**config.mk**
```make
export PLATFORM = sky130hd
export DESIGN_NAME = tsr_serial_register_bank
export DESIGN_NICKNAME = d
export VERILOG_FILES = /design/src/inc/tsr_pkg.sv /design/src/core/tsr_serial_register_bank.sv
export SDC_FILE = /design/constraint.sdc
export NUM_CORES = 1
export LEC_CHECK = 0
export ABC_AREA = 1
export BUFFER_PORTS_ARGS = -buffer_cell sky130_fd_sc_hd__buf_2
export CAP_MARGIN = 20
export CELL_PAD_IN_SITES_DETAIL_PLACEMENT = 0
export CELL_PAD_IN_SITES_GLOBAL_PLACEMENT = 1
export CORE_ASPECT_RATIO = 0.5
export CORE_MARGIN = 10
export CORE_UTILIZATION = 43
export DETAILED_ROUTE_END_ITERATION = 16
export GPL_TIMING_DRIVEN = 0
export HOLD_SLACK_MARGIN = 0.1
export PLACE_DENSITY_LB_ADDON = 0.1
export SETUP_SLACK_MARGIN = 0.15
export SYNTH_ARGS = -nofsm -noshare
export SYNTH_HDL_FRONTEND = slang
export SYNTH_SLANG_ARGS = --single-unit
```
**constraint.sdc**
```tcl
create_clock -name sys_clk_i -period 5.97 [get_ports sys_clk_i]
set_clock_uncertainty 0.05 [all_clocks]
set_input_delay 1.194 -clock sys_clk_i [delete_from_list [all_inputs] [get_ports sys_clk_i]]
set_output_delay 1.194 -clock sys_clk_i [all_outputs]
set_load 0.005 [all_outputs]
```
**src/inc/tsr_pkg.sv**
```systemverilog
// constants for the tuner serial register bank
package tsr_pkg;
  localparam logic [3:0] REG_DIVIDER_HIGH = 4'h2;
  localparam logic [3:0] REG_DIVIDER_LOW = 4'h3;
  localparam logic [3:0] REG_GAIN_BYPASS_CONTROL = 4'h4;
  localparam logic [3:0] REG_PORT_PUMP_REFDIV = 4'h5;
  localparam logic [3:0] REG_FILTER_SWITCH_CONTROL = 4'h6;
  localparam logic [3:0] REG_PORT_BANDWIDTH = 4'h7;
  localparam logic [3:0] REG_CONTROL_DATA_A = 4'h8;
  localparam logic [3:0] REG_CONTROL_DATA_B = 4'h9;
  localparam logic [3:0] REG_CONTROL_DATA_C = 4'ha;
  localparam logic [3:0] REG_CONTROL_DATA_D = 4'hb;
  localparam logic [3:0] REG_TEST_CONTROL = 4'hc;
  localparam logic [3:0] REG_POWER_FILTER_REF_CONTROL = 4'hd;
  localparam logic [3:0] REG_FIRST = 4'h2;
  localparam logic [3:0] REG_LAST = 4'hd;
  localparam int NUM_REGS = 12;
  // power-on values, index 0 is register 2
  localparam logic [7:0] RST_DIVIDER_HIGH = 8'h00;
  localparam logic [7:0] RST_DIVIDER_LOW = 8'h00;
  localparam logic [7:0] RST_GAIN_BYPASS_CONTROL = 8'h80;
  localparam logic [7:0] RST_PORT_PUMP_REFDIV = 8'h00;
  localparam logic [7:0] RST_FILTER_SWITCH_CONTROL = 8'hc0;
  localparam logic [7:0] RST_PORT_BANDWIDTH = 8'h20;
  localparam logic [7:0] RST_CONTROL_DATA_A = 8'hdb;
  localparam logic [7:0] RST_CONTROL_DATA_B = 8'h30;
  localparam logic [7:0] RST_CONTROL_DATA_C = 8'he1;
  localparam logic [7:0] RST_CONTROL_DATA_D = 8'h75;
  localparam logic [7:0] RST_TEST_CONTROL = 8'hf0;
  localparam logic [7:0] RST_POWER_FILTER_REF_CONTROL = 8'h28;
  // fixed bit patterns
  localparam logic [7:0] DIV_HIGH_MASK = 8'h7f;
  localparam logic [7:0] GAIN_FIXED_MASK = 8'h3f;
  localparam logic [7:0] GAIN_FIXED_VAL = 8'h80;
  localparam logic [7:0] FSW_MASK = 8'h08;
  localparam logic [7:0] FSW_FIXED_VAL = 8'hc0;
  localparam logic [7:0] BW_MASK = 8'hfe;
  // field positions
  localparam int POS_STATUS_POR = 7;
  localparam int POS_STATUS_LOCK = 6;
  localparam int POS_PORT_CTRL = 7;
  localparam int POS_POWER_DOWN = 7;
  localparam int POS_LOGIC_RESET = 1;
  localparam int POS_LO_SELECT = 0;
  localparam int POS_RF_GAIN = 5;
  localparam int POS_BYPASS_DIS = 0;
  localparam int POS_RSW_OFF = 3;
  // device address: 1100_0 sel_hi sel_lo r/w
  localparam logic [4:0] DEV_ADDR_PREFIX = 5'h18;
endpackage : tsr_pkg

```
**src/core/tsr_serial_register_bank.sv**
```systemverilog
// serial slave register bank of the tuner, status read and twelve control registers
//
// Operation
// [RULE_01] read bit one: act as slave transmitter and send status byte
// [RULE_02] resend status while master acks; release data line on first nack
// [RULE_03] master ends a read with nack then stop
// [RULE_04] status sent msb first: power-on flag bit 7, lock bit 6
// [RULE_05] power-on reset sets power-on flag and restores all registers
// [RULE_06] stop ending a read transaction clears the power-on flag
// [RULE_07] status bit 6 follows synthesizer lock
// [RULE_08] read bit zero: receive bytes, ack address and each data byte
// [RULE_09] master may stop or continue after any acked data byte
// [RULE_10] twelve registers 2..13; bytes after register 13 are discarded
// [RULE_11] first byte upper bits pick even start register; all bits load
// [RULE_12] odd register reachable only after its even partner
// [RULE_13] register pairs may be written in any order across transactions
// [RULE_14] register 2 bit 7 fixed zero; registers 2 and 3 reset zero
// [RULE_15] register 4 fixed 10 in bits 7:6, resets 0x80
// [RULE_16] register 5 port, pump, reference divider fields, resets zero
// [RULE_17] register 6 fixed bits, resistor switch off in bit 3, resets 0xc0
// [RULE_18] register 7 port, bandwidth, bit 0 zero, resets 0x20
// [RULE_19] register 13 power down, filter divider, logic reset, lo select
// [RULE_20] registers 8..12 reset 0xdb 0x30 0xe1 0x75/0xf5 0xf0
// [RULE_21] register 11 bit 7 undefined after power-up
// [RULE_22] software should load recommended values, not rely on defaults
// [RULE_23] logic reset bit restores registers 7, 9..13 then self-clears
// [RULE_24] nack on status byte acts as internal stop, no more reading
// [RULE_25] lock flag also drives the lock output pin
// [RULE_26] powered down when sleep pin or power-down bit is one
// [RULE_27] write pointer advances after each acked data byte
`timescale 1ns/1ps
`default_nettype none
module tsr_serial_register_bank
  import tsr_pkg::*;
#(
  parameter logic [7:0] UNDEF_BIT_RESET = 8'h00
) (
  input wire logic sys_clk_i,
  input wire logic rst_i,
  input wire logic scl_i,
  input wire logic sda_i,
  output logic sda_o,
  output logic sda_oe_n_o,
  input wire logic addr_sel_hi_i,
  input wire logic addr_sel_lo_i,
  input wire logic pll_lock_i,
  input wire logic sleep_i,
  output logic lock_o,
  output logic power_down_o,
  output logic port_a_ctrl_o,
  output logic port_b_ctrl_o,
  output logic [14:0] divider_ratio_o,
  output logic rf_gain_bit_o,
  output logic [1:0] prefilter_gain_o,
  output logic [1:0] postfilter_gain_o,
  output logic bypass_disable_o,
  output logic [1:0] pump_current_sel_o,
  output logic [4:0] ref_divider_sel_o,
  output logic resistor_switch_off_o,
  output logic [5:0] filter_bandwidth_value_o,
  output logic [4:0] filter_ref_divider_o,
  output logic lo_output_select_o,
  output logic [7:0] control_data_a_o,
  output logic [7:0] control_data_b_o,
  output logic [7:0] control_data_c_o,
  output logic [7:0] control_data_d_o,
  output logic [7:0] test_control_o
);
  // only the undefined bit 7 of register 11 may be chosen, so 0x75 or 0xf5
  if ((UNDEF_BIT_RESET & 8'h7f) != 8'h00) begin : g_bad_undef
    $error("tsr_serial_register_bank: bad UNDEF_BIT_RESET");
  end

  // ----------------------------------------------------------------
  // pin synchronisers and edge detection
  // ----------------------------------------------------------------
  logic [1:0] scl_sync_reg;
  logic [1:0] sda_sync_reg;
  logic [1:0] lock_sync_reg;
  logic [1:0] sleep_sync_reg;
  logic [1:0] addr_hi_sync_reg;
  logic [1:0] addr_lo_sync_reg;
  logic scl_d_reg;
  logic sda_d_reg;
  always_ff @(posedge sys_clk_i or posedge rst_i) begin
    if (rst_i) begin
      scl_sync_reg <= 2'h3;
      sda_sync_reg <= 2'h3;
      lock_sync_reg <= 2'h0;
      sleep_sync_reg <= 2'h0;
      addr_hi_sync_reg <= 2'h0;
      addr_lo_sync_reg <= 2'h0;
      scl_d_reg <= 1'b1;
      sda_d_reg <= 1'b1;
    end else begin
      scl_sync_reg <= {scl_sync_reg[0], scl_i};
      sda_sync_reg <= {sda_sync_reg[0], sda_i};
      lock_sync_reg <= {lock_sync_reg[0], pll_lock_i};
      sleep_sync_reg <= {sleep_sync_reg[0], sleep_i};
      addr_hi_sync_reg <= {addr_hi_sync_reg[0], addr_sel_hi_i};
      addr_lo_sync_reg <= {addr_lo_sync_reg[0], addr_sel_lo_i};
      scl_d_reg <= scl_sync_reg[1];
      sda_d_reg <= sda_sync_reg[1];
    end
  end
  logic scl_s;
  logic sda_s;
  logic scl_rise;
  logic scl_fall;
  logic start_det;
  logic stop_det;
  assign scl_s = scl_sync_reg[1];
  assign sda_s = sda_sync_reg[1];
  assign scl_rise = scl_s && !scl_d_reg;
  assign scl_fall = !scl_s && scl_d_reg;
  assign start_det = scl_s && scl_d_reg && sda_d_reg && !sda_s;
  assign stop_det = scl_s && scl_d_reg && !sda_d_reg && sda_s;

  // ----------------------------------------------------------------
  // transfer state machine
  // ----------------------------------------------------------------
  typedef enum {
    ST_IDLE, ST_ADDR, ST_ADDR_ACK, ST_WDATA, ST_WACK, ST_RDATA, ST_RACK
  } tsr_state_t;
  tsr_state_t state_reg;
  logic [2:0] bit_cnt_reg;
  logic [7:0] shift_reg;
  logic is_read_reg;
  logic drive_low_reg;
  logic read_done_reg;
  logic first_byte_reg;
  logic byte_full_reg;
  logic [3:0] wr_ptr_reg;
  logic wr_stb;
  logic [3:0] wr_idx;
  logic [7:0] status_byte;
  logic por_flag_reg;

  // start register from the upper nibble of the first data byte
  function automatic logic [3:0] start_reg(input logic [3:0] hi);
    if (!hi[3]) begin
      start_reg = REG_DIVIDER_HIGH;
    end else if (!hi[2]) begin
      start_reg = REG_GAIN_BYPASS_CONTROL;
    end else begin
      start_reg = REG_FILTER_SWITCH_CONTROL + {1'b0, hi[1:0], 1'b0};
    end
  endfunction

  assign status_byte = {por_flag_reg, lock_sync_reg[1], 6'h00}; // [RULE_04] [RULE_07]
  // at the eighth rise the first seven bits still sit in shift_reg[6:0]
  assign wr_idx = first_byte_reg ? start_reg(shift_reg[6:3]) : wr_ptr_reg; // [RULE_11]
  // register write happens when the eighth bit of a data byte is sampled
  assign wr_stb = (state_reg == ST_WDATA) && scl_rise && (bit_cnt_reg == 3'h7)
    && (wr_idx <= REG_LAST); // [RULE_10]

  always_ff @(posedge sys_clk_i or posedge rst_i) begin
    if (rst_i) begin
      state_reg <= ST_IDLE;
      bit_cnt_reg <= 3'h0;
      shift_reg <= 8'h00;
      is_read_reg <= 1'b0;
      drive_low_reg <= 1'b0;
      byte_full_reg <= 1'b0;
    end else if (start_det) begin
      state_reg <= ST_ADDR;
      bit_cnt_reg <= 3'h0;
      drive_low_reg <= 1'b0;
      byte_full_reg <= 1'b0;
    end else if (stop_det) begin
      state_reg <= ST_IDLE;
      drive_low_reg <= 1'b0;
    end else begin
      unique case (state_reg)
        ST_IDLE: begin
          drive_low_reg <= 1'b0;
        end
        ST_ADDR, ST_WDATA: begin
          if (scl_rise) begin
            shift_reg <= {shift_reg[6:0], sda_s};
            bit_cnt_reg <= bit_cnt_reg + 3'h1;
            byte_full_reg <= (bit_cnt_reg == 3'h7);
          end
          // a flag marks a whole byte: stale shift contents or 0x00 data must not steer the ack
          if (scl_fall && byte_full_reg) begin
            byte_full_reg <= 1'b0;
            if (state_reg == ST_ADDR) begin
              if (shift_reg[7:1] == {DEV_ADDR_PREFIX, addr_hi_sync_reg[1], addr_lo_sync_reg[1]}) begin
                state_reg <= ST_ADDR_ACK;
                is_read_reg <= shift_reg[0]; // [RULE_01] [RULE_08]
                drive_low_reg <= 1'b1; // [RULE_08]
              end else begin
                state_reg <= ST_IDLE;
              end
            end else begin
              state_reg <= ST_WACK;
              drive_low_reg <= 1'b1; // [RULE_08]
            end
          end
        end
        ST_ADDR_ACK, ST_WACK: begin
          if (scl_fall) begin
            shift_reg <= status_byte;
            bit_cnt_reg <= 3'h0;
            if (is_read_reg) begin
              state_reg <= ST_RDATA; // [RULE_01]
              drive_low_reg <= !status_byte[7]; // [RULE_04]
            end else begin
              state_reg <= ST_WDATA;
              shift_reg <= 8'h00;
              drive_low_reg <= 1'b0;
            end
          end
        end
        ST_RDATA: begin
          if (scl_fall) begin
            bit_cnt_reg <= bit_cnt_reg + 3'h1;
            if (bit_cnt_reg == 3'h7) begin
              state_reg <= ST_RACK;
              drive_low_reg <= 1'b0;
            end else begin
              drive_low_reg <= !shift_reg[3'h6 - bit_cnt_reg]; // [RULE_04]
            end
          end
        end
        ST_RACK: begin
          if (scl_rise) begin
            if (sda_s) begin
              state_reg <= ST_IDLE; // [RULE_24]
            end else begin
              shift_reg <= status_byte; // [RULE_02]
            end
          end
          if (scl_fall) begin
            state_reg <= ST_RDATA;
            bit_cnt_reg <= 3'h0;
            drive_low_reg <= !shift_reg[7]; // [RULE_02]
          end
        end
      endcase
    end
  end

  // ----------------------------------------------------------------
  // write pointer and read-transaction tracking
  // ----------------------------------------------------------------
  always_ff @(posedge sys_clk_i or posedge rst_i) begin
    if (rst_i) begin
      wr_ptr_reg <= REG_FIRST;
      first_byte_reg <= 1'b0;
    end else if (state_reg == ST_ADDR_ACK) begin
      first_byte_reg <= 1'b1; // [RULE_13]
    end else if (wr_stb || (state_reg == ST_WDATA && scl_rise && bit_cnt_reg == 3'h7)) begin
      first_byte_reg <= 1'b0;
      wr_ptr_reg <= (wr_idx > REG_LAST) ? wr_idx : wr_idx + 4'h1; // [RULE_27] [RULE_10]
    end
  end

  // a read ended by a stop on the bus; the internal stop after a nack does not count
  always_ff @(posedge sys_clk_i or posedge rst_i) begin
    if (rst_i) begin
      read_done_reg <= 1'b0;
    end else if (state_reg == ST_ADDR_ACK && is_read_reg) begin
      read_done_reg <= 1'b1;
    end else if (stop_det || start_det) begin
      read_done_reg <= 1'b0;
    end
  end

  always_ff @(posedge sys_clk_i or posedge rst_i) begin
    if (rst_i) begin
      por_flag_reg <= 1'b1; // [RULE_05]
    end else if (stop_det && read_done_reg) begin
      por_flag_reg <= 1'b0; // [RULE_06]
    end
  end

  // ----------------------------------------------------------------
  // register file
  // ----------------------------------------------------------------
  // register 11 bit 7 has no defined power-on value; a parameter picks it
  localparam logic [7:0] RESET_VALS [NUM_REGS] = '{
    RST_DIVIDER_HIGH, RST_DIVIDER_LOW, RST_GAIN_BYPASS_CONTROL,
    RST_PORT_PUMP_REFDIV, RST_FILTER_SWITCH_CONTROL, RST_PORT_BANDWIDTH,
    RST_CONTROL_DATA_A, RST_CONTROL_DATA_B, RST_CONTROL_DATA_C,
    RST_CONTROL_DATA_D, RST_TEST_CONTROL, RST_POWER_FILTER_REF_CONTROL}; // [RULE_14] [RULE_15] [RULE_16] [RULE_17] [RULE_18] [RULE_19] [RULE_20]
  logic [7:0] regs_reg [NUM_REGS];
  logic logic_reset;
  assign logic_reset = regs_reg[REG_POWER_FILTER_REF_CONTROL - REG_FIRST][POS_LOGIC_RESET];

  // fixed bits are forced on write so they always read their pattern
  function automatic logic [7:0] fix_bits(input logic [3:0] idx, input logic [7:0] d);
    unique case (idx)
      REG_DIVIDER_HIGH: fix_bits = d & DIV_HIGH_MASK; // [RULE_14]
      REG_GAIN_BYPASS_CONTROL: fix_bits = (d & GAIN_FIXED_MASK) | GAIN_FIXED_VAL; // [RULE_15]
      REG_FILTER_SWITCH_CONTROL: fix_bits = (d & FSW_MASK) | FSW_FIXED_VAL; // [RULE_17]
      REG_PORT_BANDWIDTH: fix_bits = d & BW_MASK; // [RULE_18]
      default: fix_bits = d;
    endcase
  endfunction

  // registers restored by the self-clearing logic reset
  function automatic logic clr_hit(input logic [3:0] idx);
    clr_hit = (idx == REG_PORT_BANDWIDTH) || (idx >= REG_CONTROL_DATA_B); // [RULE_23]
  endfunction

  generate
    for (genvar g = 0; g < NUM_REGS; g++) begin : g_reg
      localparam logic [3:0] IDX = REG_FIRST + 4'(g);
      localparam logic [7:0] RV = (IDX == REG_CONTROL_DATA_D) ? UNDEF_BIT_RESET | RESET_VALS[g]
        : RESET_VALS[g]; // [RULE_21]
      always_ff @(posedge sys_clk_i or posedge rst_i) begin
        if (rst_i) begin
          regs_reg[g] <= RV; // [RULE_05]
        end else if (logic_reset && clr_hit(IDX)) begin
          regs_reg[g] <= RV; // [RULE_23]
        end else if (wr_stb && wr_idx == IDX) begin
          regs_reg[g] <= fix_bits(IDX, {shift_reg[6:0], sda_s}); // [RULE_11]
        end
      end
    end
  endgenerate

  // ----------------------------------------------------------------
  // outputs
  // ----------------------------------------------------------------
  always_ff @(posedge sys_clk_i or posedge rst_i) begin
    if (rst_i) begin
      sda_oe_n_o <= 1'b1;
      lock_o <= 1'b0;
      power_down_o <= 1'b0;
    end else begin
      sda_oe_n_o <= !drive_low_reg; // [RULE_02]
      lock_o <= lock_sync_reg[1]; // [RULE_25]
      power_down_o <= sleep_sync_reg[1]
        || regs_reg[REG_POWER_FILTER_REF_CONTROL - REG_FIRST][POS_POWER_DOWN]; // [RULE_26]
    end
  end
  assign sda_o = 1'b0;
  assign divider_ratio_o = {regs_reg[0][6:0], regs_reg[1]};
  assign rf_gain_bit_o = regs_reg[2][POS_RF_GAIN];
  assign prefilter_gain_o = regs_reg[2][4:3];
  assign postfilter_gain_o = regs_reg[2][2:1];
  assign bypass_disable_o = regs_reg[2][POS_BYPASS_DIS];
  assign port_a_ctrl_o = regs_reg[3][POS_PORT_CTRL];
  assign pump_current_sel_o = regs_reg[3][6:5];
  assign ref_divider_sel_o = regs_reg[3][4:0];
  assign resistor_switch_off_o = regs_reg[4][POS_RSW_OFF];
  assign port_b_ctrl_o = regs_reg[5][POS_PORT_CTRL];
  assign filter_bandwidth_value_o = regs_reg[5][6:1];
  assign control_data_a_o = regs_reg[6];
  assign control_data_b_o = regs_reg[7];
  assign control_data_c_o = regs_reg[8];
  assign control_data_d_o = regs_reg[9];
  assign test_control_o = regs_reg[10];
  assign filter_ref_divider_o = regs_reg[11][6:2];
  assign lo_output_select_o = regs_reg[11][POS_LO_SELECT];
endmodule : tsr_serial_register_bank
`default_nettype wire

```
==> results.py <==
metrics = {
    "logic_synthesis": {
        "synth_cell_types": 33,
        "syn_area_sq_um": 6176,
        "ys.warnings.count": 0,
        "ys_seq_area_share_pct": 51.72,
        "synth_nets": 730,
        "ys_seq_elements": 126,
        "synth.avg_cell_area_sq_um": 8.698,
        "syn_inst": 710,
    },
    "setup_path": {
        "startpoint_type": "register",
        "r2r_end": "divider_ratio_o[4]$_DFFE_PP0P_",
        "crit_end": "divider_ratio_o[4]$_DFFE_PP0P_",
        "cp.arrival_ns": 2.89,
        "rr_startpoint": "shift_reg[3]$_DFFE_PP0P_",
        "required_ns": 6.18,
        "reg2reg_slack_ns": 3.28,
        "startpoint": "shift_reg[3]$_DFFE_PP0P_",
        "critPathKind": "register to register",
        "cp-end-kind": "register",
        "cp_max_fo": 11,
        "r2r_cells": 10,
    },
    "pwr": {
        "cellPowerDensity_nw_per_um2": 342.3,
        "finalPower_w": 0.002558,
        "ir_drop_v": 0.0001906,
        "p_leak_nw": 3.996,
    },
    "timing": {
        "fmax_ghz": 0.3723,
        "period_share_pct": 44.99,
        "worst_pin_slew_ns": 0.7147,
        "setup_viol": 0,
        "rsz0062_at_grt": "false",
        "post-route-min-period_ns": 2.686,
        "slew_headroom_pct": 52.36,
        "slew_violations": 0,
        "hold_viol_final": 0,
        "hold_ws_ns": 0.2967,
        "setup_tns_ns": 0,
    },
    "min_path": {
        "holdCritPathClass": "register to register",
    },
    "grt": {
        "track_usage_pct": 15.93,
        "grt_pass1_vias": 4867,
        "grt_first_pass_wirelength_mm": 25.75,
        "antenna_found_initial": 0,
        "grt_remaining_overflow": 0,
        "grt_max_degree": 93,
    },
    "detailed_routing": {
        "drc": 0,
        "vias": 4925,
        "drtAntennaViolNets": 0,
        "first_pass_iters": 8,
        "viasPerCell": 4.791,
        "drt-total-wl_mm": 15.82,
        "post_drt_wl_per_cell_um": 15.38,
        "drt-initial-drc-count": 400,
    },
    "cts": {
        "cts-root-buf": "clkbuf_16",
        "cts_hold_buf": 0,
        "cts_tree": "done",
        "clockBufferDepth": 2,
        "clock_sinks": 126,
        "insertion_delay_ns": 0.41,
        "cts_resized": 0,
        "cts_buffers": 17,
        "clkTransAtPathRegs_ns": 0.06,
        "ctsHtreeMaxLevel": 4,
        "cts_setup_buffers": 0,
    },
    "cells_and_area": {
        "final_cell_mix": "170 x nand2_1, 101 x buf_2, 93 x dfrtp_1, 85 x nand3_1, 81 x buf_4",
        "final_common_cell": "nand2_1",
        "final_util_pct": 54.10,
        "largest_register_ffs": 15,
        "multi_input_area_sq_um": 2105,
        "fin_cells": 1028,
        "diodes": 0,
        "final_nets": 843,
        "fillers": 1352,
        "layout.area.seq_sq_um": 3194,
        "area_growth_pct": 21.01,
        "layout-drive-gt1-share_pct": 32.78,
    },
    "place": {
        "dp.cells": 996,
        "portBuffers": 93,
        "gp_congestion": 0.8955,
        "dpl.hpwl_mm": 11.44,
    },
    "run": {
        "maxCapViolCount": 0,
    },
    "outcome": {
        "outcome": "completed",
    },
    "floorplan": {
        "io_pins": 95,
        "die_x_um": 189.5,
        "rows": 30,
        "core_sq_um": 13810,
        "die-area_sq_um": 19850,
        "die_h_um": 104.7,
        "start_util_pct": 44.71,
    },
}
-- worst max-delay path, stage by stage (launching register included) --
cell	delay, ns
dfrtp_1	0.37
inv_1	0.07
clkbuf_1	0.55
ha_1	0.35
nand2_1	0.10
nand2_1	0.07
nand2_2	0.13
nand3_4	0.17
nand4_1	0.31
buf_2	0.27
o21ai_0	0.09
-- synthesized netlist by cell type --
cell	n	area, sq um
xnor2_1	2	17.52
dfrtp_1	93	2327
nor2_4	2	22.52
nand2_1	170	638.1
nor3_1	1	5.000
ha_1	12	150.1
nor2_1	42	157.7
nand3b_1	2	15.01
nand4_2	1	12.51
nand3_1	85	425.4
nand3_2	3	30.03
buf_4	81	608.1
xor2_1	2	17.52
inv_1	48	180.2
o21ai_0	63	315.3
a21oi_1	8	40.04
dfstp_2	33	867.1
o211ai_1	2	15.01
nand4_1	5	31.28
conb_1	1	3.750
or2_2	1	6.260
nand3_4	1	17.52
nand2_2	6	37.54
o22ai_1	2	12.51
clkbuf_1	4	15.01
buf_1	4	15.01
a22oi_1	1	7.510
inv_2	5	18.77
nand2_4	1	11.26
o21ai_1	15	75.07
a21oi_2	1	8.760
buf_2	8	40.04
nor2_2	5	31.28
-- layout make-up --
cell class | instances | share of cell area, %
repair buffers | 94 | 6.596
clock inverters | 14 | 1.607
clock buffers | 18 | 5.876
well taps | 192 | 3.214
flip-flops and latches | 126 | 42.74
plain buffers | 97 | 9.074
multi-input cells | 434 | 28.16
inverters | 53 | 2.729
-- stage by stage --
| stage | setup WS, ns | instance area [sq um] |
|---|---|---|
| 4_1_cts | 3.279 | 7473 |
| 5_1_grt | 3.083 | 7473 |
| 6_report | 3.284 | 7473 |
| 2_1_floorplan | 1.425 | 6176 |
| 3_3_place_gp | -0.1446 | 6882 |
| 3_5_place_dp | 3.307 | 6914 |
-- power by group --
group          internal, W  leakage, nW  switching, W
clock             0.000582        0.269      0.000397
combinational     0.000164         2.12      0.000448
sequential        0.000911         1.60     0.0000570
-- cell families (layout without fill, tap and decap cells) --
logic type	Yosys count	after routing	share of synthesized area [%]
compound gates	92	92	7.678
xor+xnor	4	4	0.5674
fa+ha+maj	12	12	2.431
buf+inv	150	276	14.20
flops	126	126	51.72
other cells	1	1	0.06072
simple gates	325	325	23.34
-- how the worst min path moves through the flow --
stage	from	to	slack, ns	cells past startpoint
after floorplan	addr_hi_sync_reg[0]$_DFF_PP0_	addr_hi_sync_reg[1]$_DFF_PP0_	0.28	0
after global placement	addr_hi_sync_reg[0]$_DFF_PP0_	addr_hi_sync_reg[1]$_DFF_PP0_	0.28	0
after detailed placement	addr_lo_sync_reg[0]$_DFF_PP0_	addr_lo_sync_reg[1]$_DFF_PP0_	0.29	0
after CTS	addr_hi_sync_reg[0]$_DFF_PP0_	addr_hi_sync_reg[1]$_DFF_PP0_	0.30	0
after global routing	sleep_sync_reg[0]$_DFF_PP0_	sleep_sync_reg[1]$_DFF_PP0_	0.30	0
final	addr_hi_sync_reg[0]$_DFF_PP0_	addr_hi_sync_reg[1]$_DFF_PP0_	0.30	0
-- layer usage --
layer	wire [um]	global-route usage (%)	part of all wire (%)	vias up
met5	0	0	0	-
met4	150	4.279	0.95	0
met3	901	3.981	5.7	14
met2	7255	25.64	46	118
met1	7508	20.88	47	2341
li1	-	-	-	2452
Note: power is estimated with default switching activity, not from simulation.
